--- src/deir_map.vh ---
/*
  Register map, field masks and reset values of the DAC event interrupt
  router. Assumes word-aligned Avalon-MM byte addressing: the byte address
  of a register is four times its index.
*/
// What this block does
// - real-channel pattern error flag sits in link status bit 0
// - converter 0 calibration complete flag in bit 3 of index 0x025
// - converter 0 amplifier protection flag in bit 0 of index 0x025
// - converter 1 calibration complete flag in bit 3 of index 0x026
// - converter 1 amplifier protection flag in bit 0 of index 0x026
// - DLL lock lost flag in bit 5 of index 0x027
// - DLL lock achieved flag in bit 4 of index 0x027
// - PLL lock lost flag in bit 1 of index 0x027
// - PLL lock achieved flag in bit 0 of index 0x027
// - a latched enabled flag pulls its selected interrupt pin low
// - latched flag clears only on writing one; zero leaves it
// - link pin select holds five select bits, bits 4 down to 0
// - converter 0 pin select uses bits 3 and 0; 2:1 reserved
// - converter 1 pin select uses bits 3 and 0; 2:1 reserved
// - select zero routes to pin a, select one to pin b
// - events with enable clear never drive either pin
// - one read/write enable per event, reset zero, PLL lost at 0x023
// - summary reads OR of all flags; writing one clears all latches
`ifndef DEIR_MAP_VH
`define DEIR_MAP_VH

`define DEIR_IDX_LINK_EN     8'h20
`define DEIR_IDX_CONV0_EN    8'h21
`define DEIR_IDX_CONV1_EN    8'h22
`define DEIR_IDX_CLK_EN      8'h23
`define DEIR_IDX_LINK_FLAGS  8'h24
`define DEIR_IDX_CONV0_FLAGS 8'h25
`define DEIR_IDX_CONV1_FLAGS 8'h26
`define DEIR_IDX_CLK_FLAGS   8'h27
`define DEIR_IDX_LINK_SEL    8'h28
`define DEIR_IDX_CONV0_SEL   8'h29
`define DEIR_IDX_CONV1_SEL   8'h2a
`define DEIR_IDX_CLK_SEL     8'h2b
`define DEIR_IDX_SUMMARY     8'h2c

`define DEIR_MASK_LINK       8'h1f
`define DEIR_MASK_CONV       8'h09
`define DEIR_MASK_CLK        8'h33

`define DEIR_BIT_REAL_PAT    0
`define DEIR_BIT_CAL_DONE    3
`define DEIR_BIT_AMP_PROT    0
`define DEIR_BIT_DLL_LOST    5
`define DEIR_BIT_DLL_LOCK    4
`define DEIR_BIT_PLL_LOST    1
`define DEIR_BIT_PLL_LOCK    0
`define DEIR_BIT_SUMMARY     0

`define DEIR_RST_REG         8'h00
`define DEIR_EVENT_COUNT     13

`endif

--- src/deir_flag_bank.v ---
/*
  One 8-bit event status register: live when its enable is clear,
  latched and write-one-to-clear when set, routed to one of two pins.
  Assumes synchronised live inputs and one-cycle clear strobes.
*/
`timescale 1ns/100ps
`include "deir_map.vh"
module deir_flag_bank
#(
  parameter [7:0] MASK = 8'hff
)
(
  input  wire       i_clk,
  input  wire       i_rst,
  input  wire [7:0] i_live,
  input  wire [7:0] i_enable,
  input  wire [7:0] i_pin_sel,
  input  wire [7:0] i_clear,
  input  wire       i_clear_all,
  output wire [7:0] o_flags,
  output wire       o_req_a,
  output wire       o_req_b
);

  reg  [7:0] flag_r;
  wire [7:0] clr;
  wire [7:0] held;
  wire [7:0] flag_nxt;

  assign clr = i_clear | {8{i_clear_all}};
  // set wins over a clear landing in the same cycle
  assign held = i_live | (flag_r & ~clr);
  assign flag_nxt = ((i_enable & held) | (~i_enable & i_live)) & MASK;

  always @(posedge i_clk or posedge i_rst)
  begin
    if (i_rst)
      flag_r <= `DEIR_RST_REG;
    else
      flag_r <= flag_nxt;
  end

  assign o_flags = flag_r;
  // only enabled flags may reach a pin
  assign o_req_a = |(flag_r & i_enable & ~i_pin_sel & MASK);
  assign o_req_b = |(flag_r & i_enable & i_pin_sel & MASK);

endmodule

--- src/deir_router.v ---
/*
  DAC event interrupt router: event status, enable and pin select
  registers behind an Avalon-MM slave with waitrequest, driving two
  active-low interrupt pins.
  Assumes event inputs are asynchronous levels and the bus master keeps
  its request steady until it samples waitrequest low.
*/
`timescale 1ns/100ps
`include "deir_map.vh"
module deir_router
(
  input  wire        i_ref_clk,
  input  wire        i_sys_rst,
  input  wire [9:0]  i_avs_address,
  input  wire        i_avs_read,
  input  wire        i_avs_write,
  input  wire [31:0] i_avs_writedata,
  input  wire [3:0]  i_avs_byteenable,
  output wire [31:0] o_avs_readdata,
  output wire        o_avs_waitrequest,
  input  wire        i_real_pattern_error,
  input  wire        i_imag_pattern_error,
  input  wire        i_lane_buffer_error,
  input  wire        i_link_not_ready,
  input  wire        i_sync_jitter_error,
  input  wire        i_conv0_cal_complete,
  input  wire        i_conv0_amp_protect,
  input  wire        i_conv1_cal_complete,
  input  wire        i_conv1_amp_protect,
  input  wire        i_dll_lock_lost,
  input  wire        i_dll_locked,
  input  wire        i_pll_lock_lost,
  input  wire        i_pll_locked,
  output wire        o_interrupt_pin_a_n,
  output wire        o_interrupt_pin_b_n
);

  function hit;
    input [9:0] addr;
    input [7:0] idx;
  begin
    hit = (addr[9:2] == idx);
  end
  endfunction

  // enable registers
  reg  [7:0]  link_en_r;
  reg  [7:0]  conv0_en_r;
  reg  [7:0]  conv1_en_r;
  reg  [7:0]  clk_en_r;
  // pin select registers
  reg  [7:0]  link_sel_r;
  reg  [7:0]  conv0_sel_r;
  reg  [7:0]  conv1_sel_r;
  reg  [7:0]  clk_sel_r;
  // bus and pin state
  reg         waitrequest_r;
  reg  [31:0] readdata_r;
  reg  [7:0]  rd_nxt;
  reg         pin_a_n_r;
  reg         pin_b_n_r;

  wire [12:0] ev_async;
  wire [12:0] ev_sync;
  wire [7:0]  link_live;
  wire [7:0]  conv0_live;
  wire [7:0]  conv1_live;
  wire [7:0]  clk_live;
  wire [7:0]  link_flags;
  wire [7:0]  conv0_flags;
  wire [7:0]  conv1_flags;
  wire [7:0]  clk_flags;
  wire [3:0]  req_a;
  wire [3:0]  req_b;
  wire        req_seen;
  wire        wr_go;
  wire [7:0]  wr_data;
  wire        summary;
  wire        clear_all;

  assign ev_async = {i_pll_locked,
                     i_pll_lock_lost,
                     i_dll_locked,
                     i_dll_lock_lost,
                     i_conv1_amp_protect,
                     i_conv1_cal_complete,
                     i_conv0_amp_protect,
                     i_conv0_cal_complete,
                     i_sync_jitter_error,
                     i_link_not_ready,
                     i_lane_buffer_error,
                     i_imag_pattern_error,
                     i_real_pattern_error};

  // event levels come from other clock domains
  deir_sync2
  #(
    .W (`DEIR_EVENT_COUNT)
  )
  u_sync
  (
    .i_clk   (i_ref_clk),
    .i_rst   (i_sys_rst),
    .i_async (ev_async),
    .o_sync  (ev_sync)
  );

  assign link_live = {3'h0,
                      ev_sync[4],
                      ev_sync[3],
                      ev_sync[2],
                      ev_sync[1],
                      ev_sync[0]};

  assign conv0_live = {4'h0,
                       ev_sync[5],
                       2'h0,
                       ev_sync[6]};

  assign conv1_live = {4'h0,
                       ev_sync[7],
                       2'h0,
                       ev_sync[8]};

  assign clk_live = {2'h0,
                     ev_sync[9],
                     ev_sync[10],
                     2'h0,
                     ev_sync[11],
                     ev_sync[12]};

  // bus handshake: one wait cycle, answer on the second edge
  assign req_seen = i_avs_read | i_avs_write;
  assign wr_go = i_avs_write & ~waitrequest_r & i_avs_byteenable[0];
  assign wr_data = i_avs_writedata[7:0];

  always @(posedge i_ref_clk or posedge i_sys_rst)
  begin
    if (i_sys_rst)
      waitrequest_r <= 1'b1;
    else
      waitrequest_r <= ~(req_seen & waitrequest_r);
  end

  // summary write clears every latch at once
  assign clear_all = wr_go &
                     hit(i_avs_address, `DEIR_IDX_SUMMARY) &
                     wr_data[`DEIR_BIT_SUMMARY];

  deir_flag_bank
  #(
    .MASK (`DEIR_MASK_LINK)
  )
  u_link_bank
  (
    .i_clk       (i_ref_clk),
    .i_rst       (i_sys_rst),
    .i_live      (link_live),
    .i_enable    (link_en_r),
    .i_pin_sel   (link_sel_r),
    .i_clear     (wr_data &
                  {8{wr_go & hit(i_avs_address,
                                 `DEIR_IDX_LINK_FLAGS)}}),
    .i_clear_all (clear_all),
    .o_flags     (link_flags),
    .o_req_a     (req_a[0]),
    .o_req_b     (req_b[0])
  );

  deir_flag_bank
  #(
    .MASK (`DEIR_MASK_CONV)
  )
  u_conv0_bank
  (
    .i_clk       (i_ref_clk),
    .i_rst       (i_sys_rst),
    .i_live      (conv0_live),
    .i_enable    (conv0_en_r),
    .i_pin_sel   (conv0_sel_r),
    .i_clear     (wr_data &
                  {8{wr_go & hit(i_avs_address,
                                 `DEIR_IDX_CONV0_FLAGS)}}),
    .i_clear_all (clear_all),
    .o_flags     (conv0_flags),
    .o_req_a     (req_a[1]),
    .o_req_b     (req_b[1])
  );

  deir_flag_bank
  #(
    .MASK (`DEIR_MASK_CONV)
  )
  u_conv1_bank
  (
    .i_clk       (i_ref_clk),
    .i_rst       (i_sys_rst),
    .i_live      (conv1_live),
    .i_enable    (conv1_en_r),
    .i_pin_sel   (conv1_sel_r),
    .i_clear     (wr_data &
                  {8{wr_go & hit(i_avs_address,
                                 `DEIR_IDX_CONV1_FLAGS)}}),
    .i_clear_all (clear_all),
    .o_flags     (conv1_flags),
    .o_req_a     (req_a[2]),
    .o_req_b     (req_b[2])
  );

  deir_flag_bank
  #(
    .MASK (`DEIR_MASK_CLK)
  )
  u_clk_bank
  (
    .i_clk       (i_ref_clk),
    .i_rst       (i_sys_rst),
    .i_live      (clk_live),
    .i_enable    (clk_en_r),
    .i_pin_sel   (clk_sel_r),
    .i_clear     (wr_data &
                  {8{wr_go & hit(i_avs_address,
                                 `DEIR_IDX_CLK_FLAGS)}}),
    .i_clear_all (clear_all),
    .o_flags     (clk_flags),
    .o_req_a     (req_a[3]),
    .o_req_b     (req_b[3])
  );

  // includes live bits shown while an enable is clear
  assign summary = |{link_flags, conv0_flags, conv1_flags,
                     clk_flags};

  // enable and select registers; reserved bits never store
  always @(posedge i_ref_clk or posedge i_sys_rst)
  begin
    if (i_sys_rst)
    begin
      link_en_r   <= `DEIR_RST_REG;
      conv0_en_r  <= `DEIR_RST_REG;
      conv1_en_r  <= `DEIR_RST_REG;
      clk_en_r    <= `DEIR_RST_REG;
      link_sel_r  <= `DEIR_RST_REG;
      conv0_sel_r <= `DEIR_RST_REG;
      conv1_sel_r <= `DEIR_RST_REG;
      clk_sel_r   <= `DEIR_RST_REG;
    end
    else if (wr_go)
    begin
      if (hit(i_avs_address, `DEIR_IDX_LINK_EN))
        link_en_r <= wr_data & `DEIR_MASK_LINK;
      else if (hit(i_avs_address, `DEIR_IDX_CONV0_EN))
        conv0_en_r <= wr_data & `DEIR_MASK_CONV;
      else if (hit(i_avs_address, `DEIR_IDX_CONV1_EN))
        conv1_en_r <= wr_data & `DEIR_MASK_CONV;
      else if (hit(i_avs_address, `DEIR_IDX_CLK_EN))
        clk_en_r <= wr_data & `DEIR_MASK_CLK;
      else if (hit(i_avs_address, `DEIR_IDX_LINK_SEL))
        link_sel_r <= wr_data & `DEIR_MASK_LINK;
      else if (hit(i_avs_address, `DEIR_IDX_CONV0_SEL))
        conv0_sel_r <= wr_data & `DEIR_MASK_CONV;
      else if (hit(i_avs_address, `DEIR_IDX_CONV1_SEL))
        conv1_sel_r <= wr_data & `DEIR_MASK_CONV;
      else if (hit(i_avs_address, `DEIR_IDX_CLK_SEL))
        clk_sel_r <= wr_data & `DEIR_MASK_CLK;
    end
  end

  // read decode; unmapped indices read zero
  always @*
  begin
    if (hit(i_avs_address, `DEIR_IDX_LINK_EN))
      rd_nxt = link_en_r;
    else if (hit(i_avs_address, `DEIR_IDX_CONV0_EN))
      rd_nxt = conv0_en_r;
    else if (hit(i_avs_address, `DEIR_IDX_CONV1_EN))
      rd_nxt = conv1_en_r;
    else if (hit(i_avs_address, `DEIR_IDX_CLK_EN))
      rd_nxt = clk_en_r;
    else if (hit(i_avs_address, `DEIR_IDX_LINK_FLAGS))
      rd_nxt = link_flags;
    else if (hit(i_avs_address, `DEIR_IDX_CONV0_FLAGS))
      rd_nxt = conv0_flags;
    else if (hit(i_avs_address, `DEIR_IDX_CONV1_FLAGS))
      rd_nxt = conv1_flags;
    else if (hit(i_avs_address, `DEIR_IDX_CLK_FLAGS))
      rd_nxt = clk_flags;
    else if (hit(i_avs_address, `DEIR_IDX_LINK_SEL))
      rd_nxt = link_sel_r;
    else if (hit(i_avs_address, `DEIR_IDX_CONV0_SEL))
      rd_nxt = conv0_sel_r;
    else if (hit(i_avs_address, `DEIR_IDX_CONV1_SEL))
      rd_nxt = conv1_sel_r;
    else if (hit(i_avs_address, `DEIR_IDX_CLK_SEL))
      rd_nxt = clk_sel_r;
    else if (hit(i_avs_address, `DEIR_IDX_SUMMARY))
      rd_nxt = {7'h00, summary};
    else
      rd_nxt = 8'h00;
  end

  // data is captured in the wait cycle so it stands when waitrequest drops
  always @(posedge i_ref_clk or posedge i_sys_rst)
  begin
    if (i_sys_rst)
      readdata_r <= 32'h0000_0000;
    else if (i_avs_read & waitrequest_r)
      readdata_r <= {24'h00_0000, rd_nxt};
  end

  // pins are an OR over all routed requests, so a shared pin
  // releases only when the last latched event is cleared
  always @(posedge i_ref_clk or posedge i_sys_rst)
  begin
    if (i_sys_rst)
    begin
      pin_a_n_r <= 1'b1;
      pin_b_n_r <= 1'b1;
    end
    else
    begin
      pin_a_n_r <= ~(|req_a);
      pin_b_n_r <= ~(|req_b);
    end
  end

  assign o_avs_readdata    = readdata_r;
  assign o_avs_waitrequest = waitrequest_r;
  assign o_interrupt_pin_a_n = pin_a_n_r;
  assign o_interrupt_pin_b_n = pin_b_n_r;

endmodule

--- src/deir_sync2.v ---
/*
  Two-flop synchroniser for a vector of independent level inputs.
  Assumes each bit is a slow level; bits are not coherent with each other.
*/
`timescale 1ns/100ps
module deir_sync2
#(
  parameter W = 13
)
(
  input  wire         i_clk,
  input  wire         i_rst,
  input  wire [W-1:0] i_async,
  output wire [W-1:0] o_sync
);

  reg [W-1:0] meta_r;
  reg [W-1:0] sync_r;

  always @(posedge i_clk or posedge i_rst)
  begin
    if (i_rst)
    begin
      meta_r <= {W{1'b0}};
      sync_r <= {W{1'b0}};
    end
    else
    begin
      meta_r <= i_async;
      sync_r <= meta_r;
    end
  end

  assign o_sync = sync_r;

endmodule

--- config.mk ---
export PLATFORM = sky130hd
export DESIGN_NAME = deir_router
export DESIGN_NICKNAME = d
export VERILOG_FILES = /design/src/deir_flag_bank.v /design/src/deir_router.v /design/src/deir_sync2.v
export VERILOG_INCLUDE_DIRS = /design/src
export SDC_FILE = /design/constraint.sdc
export NUM_CORES = 1
export LEC_CHECK = 0
export BUFFER_PORTS_ARGS = -buffer_cell sky130_fd_sc_hd__buf_2
export CORE_MARGIN = 2
export CORE_UTILIZATION = 31
export CTS_CLUSTER_SIZE = 8
export DETAILED_ROUTE_END_ITERATION = 12
export HOLD_SLACK_MARGIN = 0.1
export PLACE_DENSITY = 0.5
export SLEW_MARGIN = 10
export SYNTH_ARGS = -nofsm -noshare
export SYNTH_HDL_FRONTEND = slang
export SYNTH_SLANG_ARGS = --single-unit
--- constraint.sdc ---
create_clock -name i_ref_clk -period 4.1 [get_ports i_ref_clk]
set_input_delay 0.205 -clock i_ref_clk [delete_from_list [all_inputs] [get_ports i_ref_clk]]
set_output_delay 0.205 -clock i_ref_clk [all_outputs]
set_load 0.1 [all_outputs]
==> results.toml <==
[drt]
vias = 2604
wire_per_inst_um = 16.8
ant_nets = 0
firstDrtPassIters = 4
vias_per_cell = 5.03
drt_iter0_drc = 205
drt-total-wl_um = 8680
drc = 0

[cells_and_area]
final_cells = 518
layout.nets = 433
most-common-layout-cells = "71 x dfrtp_1, 40 x buf_2, 26 x conb_1"
areaGrowthSynthToFinish_pct = 19.6
layout_commonest_cell = "dfrtp_1"
drive_above_1_share = 0.253
antenna_cells = 0

[critical_path]
arrival_ns = 2.20
crit_buf_inv = 0
start_kind = "flip-flop"
path_cells = "nand3b_1 > nor2_1 > and2_0 > mux2_2"
cp_top_family = "simple AND/OR/NAND/NOR gates"
worstPathRequired_ns = 4.32
critical_path_class = "flip-flop to flip-flop"
worst-path-max-fanout = 6
crit_slowest_cell = "and2_0"
cpPeakStageDelay_ns = 0.42
end_kind = "flip-flop"

[grt]
grt_pass1_wl_um = 14300
first_global_vias = 2638
grt_overflow = 0
grt_antenna_before_repair = 0
grt_max_degree = 50
grt_usage = 0.149

[power]
clock_power_share = 0.437
seq_power_share = 0.423
swShare = 0.292
combPwrFrac = 0.140
intPower_mw = 1.31
switching_power_mw = 0.537
p_leak_nw = 2.00
peakVddDrop_mv = 0.202
p_per_area_nw_per_um2 = 433

[placed_design]
place.gp.congestion = 0.848
dp.cells = 487
io_buffers = 40
pre_cts_slack_ns = 1.82
hpwlAfterDp_um = 6250

[clock_tree]
cts_sinks = 74
post_cts_resized = 0
cts_tree = "built"
clkSlewWorstSetupHoldPaths_ns = 0.06
htree_num_levels = 3
cts_setup_buffers = 0
clockBufferDepth = 2
ctsHoldBuffers = 15
clock_latency_ns = 0.33
cts-root-buf = "clkbuf_16"
numCtsBuffers = 9

[sta]
worst_slack_ns = 2.12
rsz0062_at_grt = "no"
finalMaxSlewViolations = 0
tns_ns = 0
clock.fmax_ghz = 0.504
setup_viol = 0
period_share = 0.484
worstMarginPinSlew_ns = 0.984
finalClockSkew_ns = 0.00321
fin_crit_ns = 1.98
finalHoldViolations = 0
slew_headroom = 0.343

[floorplanning]
rows = 39
fp.dieH_um = 111
initial_core_util = 0.314
fp.dieW_um = 111
fp.dieArea_um2 = 12400
io_pins = 98
design.core.area_um2 = 11300

[outcome]
status = "complete, no violations"

[yosys]
synthesis.area_um2 = 3560
synth_top_flop_cell = "dfrtp_1"
synth-edff-count = 0
synthArstFlopShare = 1.00
synth_cell_types = 58
netlist.area_leader.share = 0.499
yosys-top-cells-area = "dfrtp_1 50%, buf_4 5.5%, mux2_2 4.1%, mux2_4 3.8%, mux2i_1 3.1%"
synth_largest_area_cell = "dfrtp_1"
synth_area_per_cell_um2 = 11.3
yosysWarnings = 0
synth_seq_area_share = 0.521
ys_seq_elements = 74
syn-instance-count = 315

[job]
drv_cap = 0

[min_path]
min_path_type = "primary input to asynchronous set/reset pin"
## layout make-up
cell class              instances  area [µm²]
clock buffers                  10         239
clock inverters                 6        72.6
fillers                      1125        7060
inverters                       3        11.3
multi-input cells             225        1540
flip-flops and latches         74        1860
well taps                     143         179
repair buffers                 57         365
## cell usage after synthesis (5+ instances only)
master and count:
nor2_1 14, dfrtp_1 71, mux2i_1 11, mux2_2 13, nor4_1 5, o22ai_1 6
a21oi_1 11, mux2_4 9, a31oi_1 8, clkbuf_1 6, nand2_1 25, nand3_1 14
a21o_1 9, o21ai_0 6, buf_4 26, and2_1 5, nand4_1 5
## path summary, 6_finish.rpt
kind,from,end,slack (ns),cells after the start
hold reg to reg,u_sync.meta_r[1],u_sync.o_sync[1],0.35,0
setup / recovery,o_avs_waitrequest,link_sel_r[3],2.12,4
hold / removal,i_sys_rst,u_sync.meta_r[7],0.10,2
setup reg to reg,o_avs_waitrequest,link_sel_r[3],2.12,4
min in group i_ref_clk,i_avs_writedata[5],clk_en_r[5],0.14,2
max in group asynchronous,i_sys_rst,o_avs_waitrequest,3.06,3
## per-stage QoR
step | util | power (mW) | instance area (µm²) | hold WS (ns)
6_report | 0.376 | 1.84 | 4260 | 0.101
5_1_grt | 0.376 | 1.92 | 4260 | 0.145
4_1_cts | 0.376 | 1.86 | 4260 | 0.136
3_5_place_dp | 0.335 | 1.04 | 3800 | 0.314
3_3_place_gp | 0.335 | 1.04 | 3800 | 0.312
2_1_floorplan | - | 1.01 | 3650 | 0.236
## logic make-up after synthesis
logic type	after synthesis	synth area share
mux	38	0.129
xor+xnor	2	0.00492
other cells	1	0.00105
flops	74	0.521
simple gates	99	0.156
buf+inv	41	0.0735
compound gates	60	0.115
## sequential cells by signal, summed over array words and instances, names as in the netlist
| register | flops |
|---|---|
| conv1_sel_r | 2 |
| link_en_r | 5 |
| u_sync.meta_r | 13 |
| u_clk_bank.o_flags | 4 |
| clk_en_r | 4 |
| o_interrupt_pin_a_n | 1 |
| o_avs_waitrequest | 1 |
| o_interrupt_pin_b_n | 1 |
| link_sel_r | 5 |
| u_conv1_bank.o_flags | 2 |
| u_sync.o_sync | 13 |
| clk_sel_r | 4 |
| o_avs_readdata | 6 |
| u_conv0_bank.o_flags | 2 |
| conv0_sel_r | 2 |
| conv1_en_r | 2 |
| conv0_en_r | 2 |
| u_link_bank.o_flags | 5 |
## layer usage
layer  global-route usage  wire [µm]
met4               0.0560        160
met2                0.235       3970
met3               0.0339        515
met5                    0          0
met1                0.202       4040
## power by group through the flow
stage                     Combinational (mW)  Sequential (mW)  Clock (mW)
after floorplan                        0.190            0.820           0
after global placement                 0.245            0.793           0
after detailed placement               0.247            0.793           0
after CTS                              0.259            0.780       0.823
after global routing                   0.273            0.783       0.863
final                                  0.258            0.780       0.805
Power figures use the tool's default switching activity.
